--- config.mk ---
export PLATFORM = sky130hd
export DESIGN_NAME = scr_attr_control
export DESIGN_NICKNAME = d
export VERILOG_FILES = /design/src/scr_pkg.sv /design/src/scr_command_decoder.sv /design/src/scr_scan_counters.sv /design/src/scr_attr_control.sv
export VERILOG_INCLUDE_DIRS = /design/src
export SDC_FILE = /design/constraint.sdc
export NUM_CORES = 1
export LEC_CHECK = 0
export BUFFER_PORTS_ARGS = -buffer_cell sky130_fd_sc_hd__buf_4
export CORE_MARGIN = 3
export CORE_UTILIZATION = 60
export CTS_CLUSTER_SIZE = 25
export DETAILED_ROUTE_END_ITERATION = 8
export HOLD_SLACK_MARGIN = 0.03
export PLACE_DENSITY = 0.82
export SLEW_MARGIN = 20
export SYNTH_ARGS = -nofsm -noshare
export SYNTH_HDL_FRONTEND = slang
export SYNTH_HIERARCHICAL = 1
export SYNTH_SLANG_ARGS = --single-unit
export TNS_END_PERCENT = 100
--- constraint.sdc ---
create_clock -name clock -period 5.55 [get_ports clock]
set_input_delay 0.555 -clock clock [delete_from_list [all_inputs] [get_ports clock]]
set_output_delay 0.555 -clock clock [all_outputs]
set_load 0.03 [all_outputs]
--- src/scr_params.svh ---
// Purpose: offsets, command codes, reset values and counts for the scroll attribute control
// Assumes: included by its bare name wherever a constant is needed
// Notes: every figure of the block lives here once
`ifndef SCR_PARAMS_SVH
`define SCR_PARAMS_SVH

// command port address and command codes
`define SCR_CMD_ADDR 8'ha2
`define SCR_GRP_LOW 2'h0
`define SCR_GRP_HIGH 2'h1
`define SCR_GRP_MISC 2'h2
`define SCR_GRP_BASE 2'h3
`define SCR_CMD_BLINK_TOG 4'h8
`define SCR_CMD_VINT_CLR 4'h9
`define SCR_CMD_REV_ON 4'ha
`define SCR_CMD_REV_OFF 4'hb
`define SCR_CMD_BASE_UL 4'hc
`define SCR_CMD_BASE_RV 4'hd

// command field positions
`define SCR_CMD_GRP_HI 3
`define SCR_CMD_GRP_LO 2

// counter figures
`define SCR_MOD10_LAST 4'h9
`define SCR_COUNT_ZERO 4'h0

// reset values
`define SCR_OFFSET_RST 4'h0
`define SCR_BASE_RV_RST 1'b0

`endif

--- src/scr_pkg.sv ---
// Purpose: types shared by the scroll attribute control files
// Assumes: nothing beyond the constants header
// Notes: no constants here, only types
package scr_pkg;

	// one-cycle decoded command pulses plus the two payload bits
	typedef struct packed {
		logic loadLow;
		logic loadHigh;
		logic toggleBlink;
		logic clearBlink;
		logic clearVint;
		logic revOn;
		logic revOff;
		logic baseUl;
		logic baseRv;
		logic [1:0] value;
	} scr_cmd_t;

	// line attributes taken at line address load
	typedef struct packed {
		logic scroll;
		logic tall;
		logic wide;
	} scr_attr_t;

	// all pin inputs, synchronised as one group
	typedef struct packed {
		logic cmdStrobe_n;
		logic [7:0] cmdAddr;
		logic [3:0] cmdData;
		logic lineAddrLoad_n;
		logic fetchReq;
		logic fieldStart;
		logic hScan;
		logic scrollRev;
		logic tall;
		logic wide;
		logic blinkAttr;
	} scr_pins_t;

endpackage

--- src/scr_command_decoder.sv ---
// Purpose: decode one write on the 4-bit command port into command pulses
// Assumes: inputs already synchronised to clock
// Notes: one command per strobe assertion, data taken at the strobe's falling edge
`timescale 1ns/10ps
`include "scr_params.svh"

module scr_command_decoder (
	input wire logic clock,
	input wire logic rstSync_n,
	input wire logic cmdStrobe_n,
	input wire logic [7:0] cmdAddr,
	input wire logic [3:0] cmdData,
	output scr_pkg::scr_cmd_t cmd
);

	logic prevStrobe_r;
	logic strobeFall;
	scr_pkg::scr_cmd_t cmd_r;
	scr_pkg::scr_cmd_t cmd_nxt;

	// map a 4-bit code to its pulses
	function automatic scr_pkg::scr_cmd_t scr_decode(input logic [3:0] code);
		scr_pkg::scr_cmd_t c;
		c = '0;
		c.value = code[1:0];
		unique case (code[`SCR_CMD_GRP_HI:`SCR_CMD_GRP_LO])
			`SCR_GRP_LOW: c.loadLow = 1'b1;
			`SCR_GRP_HIGH: c.loadHigh = 1'b1;
			`SCR_GRP_MISC: begin
				c.toggleBlink = (code == `SCR_CMD_BLINK_TOG);
				c.clearVint = (code == `SCR_CMD_VINT_CLR);
				c.revOn = (code == `SCR_CMD_REV_ON);
				c.revOff = (code == `SCR_CMD_REV_OFF);
			end
			`SCR_GRP_BASE: begin
				c.clearBlink = 1'b1;
				c.baseUl = (code == `SCR_CMD_BASE_UL);
				c.baseRv = (code == `SCR_CMD_BASE_RV);
			end
		endcase
		return c;
	endfunction

	// one decode per falling strobe edge at the command address
	always_comb begin
		strobeFall = prevStrobe_r & ~cmdStrobe_n;
		cmd_nxt = '0;
		if (strobeFall && (cmdAddr == `SCR_CMD_ADDR)) begin
			cmd_nxt = scr_decode(cmdData);
		end
	end

	// register edge memory and pulses
	always_ff @(posedge clock or negedge rstSync_n) begin
		if (!rstSync_n) begin
			prevStrobe_r <= 1'b1;
			cmd_r <= '0;
		end else begin
			prevStrobe_r <= cmdStrobe_n;
			cmd_r <= cmd_nxt;
		end
	end

	assign cmd = cmd_r;
endmodule

--- src/scr_scan_counters.sv ---
// Purpose: scan and offset counters, both modulo ten
// Assumes: tick is one pulse per horizontal scan, fieldStart one pulse per field
// Notes: field start wins over the scan tick
`timescale 1ns/10ps
`include "scr_params.svh"

module scr_scan_counters (
	input wire logic clock,
	input wire logic rstSync_n,
	input wire logic tick,
	input wire logic fieldStart,
	input wire logic [3:0] offsetLoad,
	output logic [3:0] scanCount,
	output logic [3:0] offsetCount,
	output logic boundary
);

	logic [3:0] scan_r;
	logic [3:0] scan_nxt;
	logic [3:0] offset_r;
	logic [3:0] offset_nxt;
	logic boundary_r;
	logic boundary_nxt;

	// step a decimal digit, wrapping after nine
	function automatic logic [3:0] scr_mod10(input logic [3:0] v);
		return (v >= `SCR_MOD10_LAST) ? `SCR_COUNT_ZERO : v + 4'h1;
	endfunction

	// next counts and row boundary pulse
	always_comb begin
		scan_nxt = scan_r;
		offset_nxt = offset_r;
		if (fieldStart) begin
			scan_nxt = `SCR_COUNT_ZERO;
			offset_nxt = offsetLoad;
		end else if (tick) begin
			scan_nxt = scr_mod10(scan_r);
			offset_nxt = scr_mod10(offset_r);
		end
		boundary_nxt = (fieldStart || tick) && (scan_nxt == `SCR_COUNT_ZERO);
	end

	// register the counters
	always_ff @(posedge clock or negedge rstSync_n) begin
		if (!rstSync_n) begin
			scan_r <= `SCR_COUNT_ZERO;
			offset_r <= `SCR_COUNT_ZERO;
			boundary_r <= 1'b0;
		end else begin
			scan_r <= scan_nxt;
			offset_r <= offset_nxt;
			boundary_r <= boundary_nxt;
		end
	end

	assign scanCount = scan_r;
	assign offsetCount = offset_r;
	assign boundary = boundary_r;
endmodule

--- src/scr_attr_control.sv ---
// Purpose: scroll, blink, reverse and line attribute control of a character terminal
// Assumes: all pin inputs are asynchronous; clock is 20 MHz
// Notes: field start also clears the first line attribute latch; the second latch keeps its value
// Contract
// - processor writes 4-bit command at address a2; device decodes it on the strobe
// - group 00 loads the two low bits of the scroll offset latch
// - group 01 loads the two high bits, so a full offset needs two writes
// - command 1000 complements the blink flip-flop
// - blink state affects only characters carrying the blink attribute
// - vertical interrupt flag sets on falling edge of field start
// - command 1001 clears the vertical interrupt flag
// - reverse field has separate absolute on and off commands
// - 1100 selects underline base attribute, 1101 selects reverse base attribute
// - any 11xx command also clears the blink flip-flop
// - first latch takes scroll, tall and wide bits at line address load fall
// - tall implies wide; wide bit then selects top or bottom half
// - wide bit lengthens the line fetch request
// - second latch copies tall and wide at fetch request rise and drives attributes
// - shared pin is scroll at address load, reverse video at all other times
// - scan and offset counters, 4 bits, modulo ten, step once per scan
// - field start clears the scan counter to zero
// - offset counter loads from the offset latch only at field start
// - mux sends offset count in scroll zone, scan count otherwise
// - scroll flip-flop loads only when the scan counter is zero
`timescale 1ns/10ps
`include "scr_params.svh"

module scr_attr_control (
	input wire logic clock,
	input wire logic rst_n,
	input wire logic video_command_write_strobe_n,
	input wire logic [7:0] commandAddr,
	input wire logic [3:0] commandData,
	input wire logic line_address_load_n,
	input wire logic lineFetchReq,
	input wire logic fieldStart,
	input wire logic hScan,
	input wire logic scrollReverseIn,
	input wire logic tall_line_bit,
	input wire logic wide_line_bit,
	input wire logic charBlinkAttr,
	output logic [3:0] scanCountOut,
	output logic vertIntFlag,
	output logic blinkState,
	output logic charBlinkOff,
	output logic reverseField,
	output logic baseReverse,
	output logic reverseVideo,
	output logic tallActive,
	output logic wideActive,
	output logic bottomHalf,
	output logic fetchExtend,
	output logic scrollActive
);

	logic rstMeta_r;
	logic rstSync_n;
	scr_pkg::scr_pins_t pinsIn;
	scr_pkg::scr_pins_t pinsMeta_r;
	scr_pkg::scr_pins_t pins_r;
	scr_pkg::scr_pins_t prev_r;
	scr_pkg::scr_cmd_t cmd;
	logic loadFall;
	logic fetchRise;
	logic fieldRise;
	logic fieldFall;
	logic scanTick;
	logic [3:0] scanCount;
	logic [3:0] offsetCount;
	logic boundary;

	logic [3:0] offLatch_r;
	logic [3:0] offLatch_nxt;
	logic blink_r;
	logic blink_nxt;
	logic vint_r;
	logic vint_nxt;
	logic revField_r;
	logic revField_nxt;
	logic baseRv_r;
	logic baseRv_nxt;
	scr_pkg::scr_attr_t attr1_r;
	scr_pkg::scr_attr_t attr1_nxt;
	logic tall2_r;
	logic tall2_nxt;
	logic wide2_r;
	logic wide2_nxt;
	logic scrollFf_r;
	logic scrollFf_nxt;
	logic [3:0] scanOut_r;
	logic [3:0] scanOut_nxt;
	logic revVideo_r;
	logic revVideo_nxt;
	logic blinkOff_r;
	logic blinkOff_nxt;
	logic tallAct_r;
	logic tallAct_nxt;
	logic wideAct_r;
	logic wideAct_nxt;
	logic bottom_r;
	logic bottom_nxt;
	logic extend_r;
	logic extend_nxt;

	// reset release through two flip-flops
	always_ff @(posedge clock or negedge rst_n) begin
		if (!rst_n) begin
			rstMeta_r <= 1'b0;
			rstSync_n <= 1'b0;
		end else begin
			rstMeta_r <= 1'b1;
			rstSync_n <= rstMeta_r;
		end
	end

	// gather the pins into one group
	always_comb begin
		pinsIn.cmdStrobe_n = video_command_write_strobe_n;
		pinsIn.cmdAddr = commandAddr;
		pinsIn.cmdData = commandData;
		pinsIn.lineAddrLoad_n = line_address_load_n;
		pinsIn.fetchReq = lineFetchReq;
		pinsIn.fieldStart = fieldStart;
		pinsIn.hScan = hScan;
		pinsIn.scrollRev = scrollReverseIn;
		pinsIn.tall = tall_line_bit;
		pinsIn.wide = wide_line_bit;
		pinsIn.blinkAttr = charBlinkAttr;
	end

	// two-stage synchroniser and one more stage for edge detection
	always_ff @(posedge clock or negedge rstSync_n) begin
		if (!rstSync_n) begin
			pinsMeta_r <= '{cmdStrobe_n: 1'b1, lineAddrLoad_n: 1'b1, default: '0}; // idle strobes
			pins_r <= '{cmdStrobe_n: 1'b1, lineAddrLoad_n: 1'b1, default: '0};
			prev_r <= '{cmdStrobe_n: 1'b1, lineAddrLoad_n: 1'b1, default: '0}; // no false edge
		end else begin
			pinsMeta_r <= pinsIn;
			pins_r <= pinsMeta_r;
			prev_r <= pins_r;
		end
	end

	// edges of the synchronised timing strobes
	assign loadFall = prev_r.lineAddrLoad_n & ~pins_r.lineAddrLoad_n;
	assign fetchRise = ~prev_r.fetchReq & pins_r.fetchReq;
	assign fieldRise = ~prev_r.fieldStart & pins_r.fieldStart;
	assign fieldFall = prev_r.fieldStart & ~pins_r.fieldStart;
	assign scanTick = ~prev_r.hScan & pins_r.hScan;

	// command port decode
	scr_command_decoder u_decoder (
		.clock(clock),
		.rstSync_n(rstSync_n),
		.cmdStrobe_n(pins_r.cmdStrobe_n),
		.cmdAddr(pins_r.cmdAddr),
		.cmdData(pins_r.cmdData),
		.cmd(cmd)
	);

	// scan and offset counters
	scr_scan_counters u_counters (
		.clock(clock),
		.rstSync_n(rstSync_n),
		.tick(scanTick),
		.fieldStart(fieldRise),
		.offsetLoad(offLatch_r),
		.scanCount(scanCount),
		.offsetCount(offsetCount),
		.boundary(boundary)
	);

	// command driven state: offset latch, blink, interrupt flag, reverse, base
	always_comb begin
		offLatch_nxt = offLatch_r;
		if (cmd.loadLow) begin
			offLatch_nxt[1:0] = cmd.value;
		end
		if (cmd.loadHigh) begin
			offLatch_nxt[3:2] = cmd.value;
		end
		blink_nxt = blink_r;
		if (cmd.toggleBlink) begin
			blink_nxt = ~blink_r;
		end else if (cmd.clearBlink) begin
			blink_nxt = 1'b0;
		end
		vint_nxt = vint_r;
		if (fieldFall) begin
			vint_nxt = 1'b1;
		end else if (cmd.clearVint) begin
			vint_nxt = 1'b0;
		end
		revField_nxt = revField_r;
		if (cmd.revOn) begin
			revField_nxt = 1'b1;
		end else if (cmd.revOff) begin
			revField_nxt = 1'b0;
		end
		baseRv_nxt = baseRv_r;
		if (cmd.baseRv) begin
			baseRv_nxt = 1'b1;
		end else if (cmd.baseUl) begin
			baseRv_nxt = 1'b0;
		end
	end

	// line attribute latches, scroll flip-flop and registered outputs
	always_comb begin
		attr1_nxt = attr1_r;
		if (fieldRise) begin
			attr1_nxt = '0;
		end else if (loadFall) begin
			attr1_nxt.scroll = pins_r.scrollRev;
			attr1_nxt.tall = pins_r.tall;
			attr1_nxt.wide = pins_r.wide;
		end
		tall2_nxt = tall2_r;
		wide2_nxt = wide2_r;
		if (fetchRise) begin
			tall2_nxt = attr1_r.tall;
			wide2_nxt = attr1_r.wide;
		end
		scrollFf_nxt = scrollFf_r;
		if (boundary) begin
			scrollFf_nxt = attr1_r.scroll;
		end
		scanOut_nxt = scrollFf_r ? offsetCount : scanCount;
		revVideo_nxt = pins_r.scrollRev & pins_r.lineAddrLoad_n;
		blinkOff_nxt = pins_r.blinkAttr & blink_r;
		tallAct_nxt = tall2_r;
		wideAct_nxt = wide2_r | tall2_r;
		bottom_nxt = tall2_r & wide2_r;
		extend_nxt = attr1_r.wide | attr1_r.tall;
	end

	// register all state
	always_ff @(posedge clock or negedge rstSync_n) begin
		if (!rstSync_n) begin
			offLatch_r <= `SCR_OFFSET_RST;
			blink_r <= 1'b0;
			vint_r <= 1'b0;
			revField_r <= 1'b0;
			baseRv_r <= `SCR_BASE_RV_RST;
			attr1_r <= '0;
			tall2_r <= 1'b0;
			wide2_r <= 1'b0;
			scrollFf_r <= 1'b0;
			scanOut_r <= `SCR_COUNT_ZERO;
			revVideo_r <= 1'b0;
			blinkOff_r <= 1'b0;
			tallAct_r <= 1'b0;
			wideAct_r <= 1'b0;
			bottom_r <= 1'b0;
			extend_r <= 1'b0;
		end else begin
			offLatch_r <= offLatch_nxt;
			blink_r <= blink_nxt;
			vint_r <= vint_nxt;
			revField_r <= revField_nxt;
			baseRv_r <= baseRv_nxt;
			attr1_r <= attr1_nxt;
			tall2_r <= tall2_nxt;
			wide2_r <= wide2_nxt;
			scrollFf_r <= scrollFf_nxt;
			scanOut_r <= scanOut_nxt;
			revVideo_r <= revVideo_nxt;
			blinkOff_r <= blinkOff_nxt;
			tallAct_r <= tallAct_nxt;
			wideAct_r <= wideAct_nxt;
			bottom_r <= bottom_nxt;
			extend_r <= extend_nxt;
		end
	end

	// outputs straight from flip-flops
	assign scanCountOut = scanOut_r;
	assign vertIntFlag = vint_r;
	assign blinkState = blink_r;
	assign charBlinkOff = blinkOff_r;
	assign reverseField = revField_r;
	assign baseReverse = baseRv_r;
	assign reverseVideo = revVideo_r;
	assign tallActive = tallAct_r;
	assign wideActive = wideAct_r;
	assign bottomHalf = bottom_r;
	assign fetchExtend = extend_r;
	assign scrollActive = scrollFf_r;
endmodule

== Word-level counts from Yosys, hierarchy flattened ==
Cells that the tools add are included.

* Flip-flop bits (word level): 93
* Input bits: 23
* Output and inout bits: 15
* Logic and storage cells: 128

* Add/subtract/negate cells: 2
* Magnitude comparators: 2
* Equality and inequality tests: 10
* Muxes and demuxes: 24
* Bitwise gates (word level): 18
* Reductions and logical operators: 11

{| class="wikitable"
|+ Operator list
! cell !! count
|-
| $mux W4 || 7
|-
| $eq A4 B4 Y1 const B || 6
|-
| $mux W1 || 12
|-
| $reduce_bool A2 Y1 || 6
|-
| $mux W11 || 1
|-
| $and A1 B1 Y1 || 9
|-
| $mux W3 || 3
|-
| $add A4 B1 Y4 const B || 2
|-
| $eq A8 B8 Y1 const B || 1
|-
| $ge A4 B4 Y1 const B || 2
|-
| $not A1 Y1 || 7
|-
| $eq A2 B2 Y1 const B || 2
|-
| $logic_not A4 Y1 || 1
|-
| $eq A2 B1 Y1 const B || 1
|-
| $logic_and A1 B1 Y1 || 2
|-
| $logic_not A2 Y1 || 1
|-
| $mux W2 || 1
|-
| $or A1 B1 Y1 || 2
|-
| $logic_or A1 B1 Y1 || 1
|}

== Logic depth before layout (Yosys ltp) ==
* Word-level depth: 6
* Gate-level depth with buffers: 5
* Depth with buffers taken out: 5

== Hierarchy ==
Netlist, hierarchy kept.

{| class="wikitable"
|+ Modules (own cells, without submodules)
! module !! times used !! cells an instance !! area each (µm²) !! sequential area each (µm²)
|-
| scr_attr_control || 1 || 108 || 2,107.0 || 1,808.0
|-
| scr_scan_counters || 1 || 61 || 598.1 || 225.2
|-
| scr_command_decoder || 1 || 40 || 576.8 || 301.5
|}

== Worst setup path after synthesis ==
Ideal clock, no wire load.

* Path kind: register to register
* Start point: register u_counters.scan_r[0], in the netlist u_counters/scanCount[0]
* End point: register u_counters.boundary_r, in the netlist u_counters/boundary
* Library setup time: 0.129 ns
* Arrival: 1.281 ns
* Required time: 5.421 ns
* Setup slack: 4.140 ns
* Stages on the path, launching flop included: 5
* Path buffers: 0
* Clock period less this slack: 1.410 ns
* Cell sequence: dfrtp_1 > ha_1 > or3b_4 > a31oi_4 > o31ai_1

* Cells in the longest elaborated chain, start to end: 6
* Elaborated cells on any way between the ends: 7
* Those cells by class: add/sub (1); order compare (1); mux (3); reduce/logical (2)

{| class="wikitable"
|+ Ends and longest elaborated chain
! item !! line !! RTL
|-
| start: declaration || scr_scan_counters.sv:18 || <nowiki>logic [3:0] scan_r;</nowiki>
|-
| start signal: assignment || scr_scan_counters.sv:47 || <nowiki>scan_r <= `SCR_COUNT_ZERO;</nowiki>
|-
| start signal: assignment || scr_scan_counters.sv:51 || <nowiki>scan_r <= scan_nxt;</nowiki>
|-
| $add A4 B1 Y4 / $ge A4 B4 Y1 (equally long branches) || - ||
|-
| $mux W4 || scr_scan_counters.sv:27 || <nowiki>return (v >= `SCR_MOD10_LAST) ? `SCR_COUNT_ZERO : v + 4'h1;</nowiki>
|-
| $mux W4 * || scr_scan_counters.sv:37 || <nowiki>end else if (tick) begin</nowiki>
|-
| $mux W4 * || scr_scan_counters.sv:34 || <nowiki>if (fieldStart) begin</nowiki>
|-
| $logic_not A4 Y1 (no source line) * || - ||
|-
| $logic_and A1 B1 Y1 * || scr_scan_counters.sv:41 || <nowiki>boundary_nxt = (fieldStart || tick) && (scan_nxt == `SCR_COUNT_ZERO);</nowiki>
|-
| net u_counters.boundary_nxt || scr_scan_counters.sv:23 || <nowiki>logic boundary_nxt;</nowiki>
|-
| end signal: assignment || scr_scan_counters.sv:53 || <nowiki>boundary_r <= boundary_nxt;</nowiki>
|-
| end: declaration || scr_scan_counters.sv:22 || <nowiki>logic boundary_r;</nowiki>
|}

The timed path passes the listed nets; every way through them passes the cells marked *.
A chain may end at the register's enable or synchronous reset.

== Worst setup path after layout ==
* Start point: register pins_r[4] (netlist bit)
* End point: register u_counters.boundary_r, in the netlist u_counters/boundary

* Cells in the longest elaborated chain, start to end: 5
* Elaborated cells on any way between the ends: 6
* Those cells by class: mux (2); bitwise (1); reduce/logical (3)

{| class="wikitable"
|+ Ends and longest elaborated chain
! item !! line !! RTL
|-
| start: declaration || scr_attr_control.sv:60 || <nowiki>scr_pkg::scr_pins_t pins_r;</nowiki>
|-
| start signal: assignment || scr_attr_control.sv:139 || <nowiki>pins_r <= pinsMeta_r;</nowiki>
|-
| $and A1 B1 Y1 * || scr_attr_control.sv:149 || <nowiki>assign scanTick = ~prev_r.hScan & pins_r.hScan;</nowiki>
|-
| net scanTick || scr_attr_control.sv:67 || <nowiki>logic scanTick;</nowiki>
|-
| $mux W4 || scr_scan_counters.sv:37 ||
|-
| $mux W4 || scr_scan_counters.sv:34 ||
|-
| $logic_not A4 Y1 (no source line) || - ||
|-
| $logic_and A1 B1 Y1 * || scr_scan_counters.sv:41 ||
|-
| net u_counters.boundary_nxt || scr_scan_counters.sv:23 ||
|}

Marked as above.

==> impl_metrics.tcl <==
set metrics [dict create \
    nets 283 \
    globalplace.congestion 0.735 \
    vias 1682 \
    slew_headroom_pct 38.8 \
    ys_ff_latch 93 \
    synth_compound_area_share_pct 3.96 \
    drc 0 \
    syn-num-nets 238 \
    worstRegToRegCells 4 \
    cts_root_buf "clkbuf_8" \
    hp-class "reg2async" \
    timing.final.max_slew_violations 0 \
    syn_area_um2 3280 \
    path_class "reg2reg" \
    clk_pin_slew_ns 0.08 \
    die_w_um 80.0 \
    startpoint "pins_r[4]$_DFF_PN0_" \
    fillers 338 \
    maxCapViolations 0 \
    p_leak_nw 1.84 \
    fmax_mhz 571 \
    arrival_ns 2.01 \
    r2r-end "u_counters/boundary$_DFF_PN0_" \
    endpoint "u_counters/boundary$_DFF_PN0_" \
    synth-async-reset-ratio_pct 100 \
    crit_path_end_kind "register" \
    worst_pin_slew_ns 0.917 \
    r2r_slack_ns 3.80 \
    switching_share_pct 23.6 \
    grt_pass1_wl_um 8270 \
    synth_top_family_by_area "simple AND/OR/NAND/NOR gates" \
    cts_sinks 93 \
    wl_per_cell_um 14.8 \
    h-tree-depth 3 \
    synth_simple_gate_area_share_pct 13.8 \
    p_per_area_nw_per_um2 362 \
    critPathSlowestCell "nor2b_1" \
    finalClockSkew_ns 0.00669 \
    cts_buffers 9 \
    cts_hold_buf 1 \
    synth_edf_count 0 \
    antenna_left 0 \
    drive_above_1_share_pct 34.4 \
    rows 26 \
    pre_cts_slack_ns 3.81 \
    syn_inst 209 \
    switching_power_mw 0.332 \
    via_per_inst 5.11 \
    grt_max_degree 92 \
    cp_slowest_stage_delay_ns 0.67 \
    cts_tree "yes" \
    synth_seq_area_share_pct 71.1 \
    grt_usage_pct 17.6 \
    clockPowerShare_pct 35.0 \
    instances_no_fill 329 \
    placed_cells 311 \
    syn_area_per_cell_um2 15.7 \
    synthDistinctLibCells 45 \
    placed_cell_area_um2 3620 \
    cts_resized 0 \
    period_minus_slack_ns 1.75 \
    cp_cell_sequence "nor2b_1 -> nand4_1 -> xnor2_1 -> o31ai_1" \
    synthMuxAreaShare_pct 5.26 \
    layout_setup_ws_ns 3.80 \
    antenna_found_initial 0 \
    start_util_pct 63.1 \
    intPower_mw 1.08 \
    r2r-start "pins_r[4]$_DFF_PN0_" \
    post_cts_buffers 0 \
    seqPwrFrac_pct 54.1 \
    core_um2 5200 \
    fin_area_um2 3890 \
    dp_hpwl_um 3160 \
    io_pins 38 \
    synth_adder_area_share_pct 2.29 \
    comb_power_share_pct 10.9 \
    cp.required_ns 5.81 \
    io_buffers 37 \
    rsz0062_at_grt "false" \
    crit_path_start_kind "register" \
    num_antenna_cells 0 \
    status "completed" \
    drt-total-wl_um 4860 \
    cts.path.max_buffers 2 \
    setup_viol 0 \
    tns_ns 0 \
    dr.pass1.iters 4 \
    die_area_um2 6390 \
    peakVddDrop_uv 307 \
    crit_fanout 12 \
    dr.first_iter.drc_count 74 \
    grt_pass1_vias 1714 \
    clkLatencyLatePin_ns 0.35 \
    synth_xor_xnor_area_share_pct 1.07 \
    final-hold-violation-count 0 \
    synth_warnings 6 \
    die_h_um 80.0 \
    grt_overflow 0 \
    fin_crit_sh_pct 31.6 \
    hold_ws_ns 0.256 \
    area_growth_pct 18.4 \
    ys.flop_type "dfrtp_1" \
]
-- how the worst min path moves through the flow --
stage / startpoint / slack [ns] / depth (start not counted) / endpoint
4_1_cts: charBlinkAttr / 0.29 / 1 / pinsMeta_r[0]$_DFF_PN0_
3_5_place_dp: pinsMeta_r[18]$_DFF_PN0_ / 0.33 / 0 / pins_r[18]$_DFF_PN0_
2_1_floorplan: rst_n / 0.26 / 0 / rstMeta_r$_DFF_PN0_
5_1_grt: charBlinkAttr / 0.28 / 1 / pinsMeta_r[0]$_DFF_PN0_
6_report: rstSync_n$_DFF_PN0_ / 0.26 / 0 / prev_r[6]$_DFF_PN0_
3_3_place_gp: pinsMeta_r[8]$_DFF_PN0_ / 0.33 / 0 / pins_r[8]$_DFF_PN0_
-- layer usage --
metal | vias to the layer above | track usage [%] | part of all wire (%)
li1 | 795 | - | -
met1 | 839 | 23.8 | 43
met2 | 41 | 26.3 | 50
met3 | 7 | 5.19 | 4.3
met4 | 0 | 8.45 | 1.8
met5 | - | 0 | 0
-- power by group through the flow --
stage,Sequential (mW),Clock (mW),Combinational [mW]
global placement,0.779,0,0.136
detailed placement,0.783,0,0.142
floorplan,0.797,0,0.0698
CTS,0.769,0.505,0.145
global route,0.768,0.536,0.168
finish,0.761,0.493,0.153
-- critical path, delay by kind of cell, from the launching register on --
kind,cells,cell delay [ns]
compound gates,1,0.24
xor+xnor,1,0.19
flops,1,0.37
simple gates,2,0.87
-- synthesized netlist by cell type, types with 3 or more instances --
library cell   n  area, µm²
xnor2_1        3       26.3
mux2_2        10        113
nor4_2         9        113
mux2i_1        3       30.0
ha_1           6       75.1
inv_1         13       48.8
and2_1         6       37.5
dfrtp_1       87       2180
or4bb_1        3       33.8
nor2b_1        6       37.5
a21oi_1        8       40.0
nor2_1         6       22.5
nand2_1        3       11.3
dfstp_2        6        158
-- per-stage QoR --
step                      util (%)  power, mW
after detailed placement      69.6      0.925
final                         74.7       1.41
after CTS                     74.1       1.42
after floorplan                  -      0.866
after global routing          74.7       1.47
after global placement        69.6      0.916
-- layout by cell type (no fill, tap or decap), types with 2 or more instances in the layout --
cell type and n:
and2_1 6, a21o_1 2, or2_2 2, clkbuf_1 2, o22ai_1 2, inv_1 13, ha_1 6, buf_4 37
mux2_4 2, dfstp_2 6, or4bb_1 3, mux2_2 10, o211ai_1 2, nand3_1 2, mux2i_1 3, dfrtp_1 86
clkbuf_8 11, nor4_2 9, nor2b_1 6, xnor2_1 3, nor2_1 6, a21oi_1 8, nand4b_1 2, nand2_1 3
nand2b_1 2, bufinv_16 2
-- cell type report --
class                      count  area, µm²  share of cell area [%]
sequential                    93       2340                    60.2
timing repair buffer          39        315                    8.11
clock buffer                  13        159                    4.09
clock inverter                 3       67.6                    1.74
inverter                      13       48.8                    1.26
tap                           70       87.6                    2.25
multi-input combinational     98        870                    22.4
-- sequential cells by signal (all words and copies together), names as in the netlist, 3 cells and up --
| name | cells |
|---|---|
| u_counters/offsetCount | 4 |
| pinsMeta_r | 21 |
| u_decoder/cmd | 11 |
| prev_r | 4 |
| pins_r | 21 |
| attr1_r | 3 |
| offLatch_r | 4 |
| u_counters/scanCount | 4 |
| scanCountOut | 4 |
-- cell families (layout without fill, tap and decap cells) --
group / Yosys count / count (layout)
compound gates: 18 / 18
xor+xnor: 4 / 4
fa+ha+maj: 6 / 6
buf+inv: 18 / 68
flops: 93 / 93
mux: 15 / 15
other cells: 1 / 1
simple gates: 54 / 54
(Power assumes the default switching activity.)
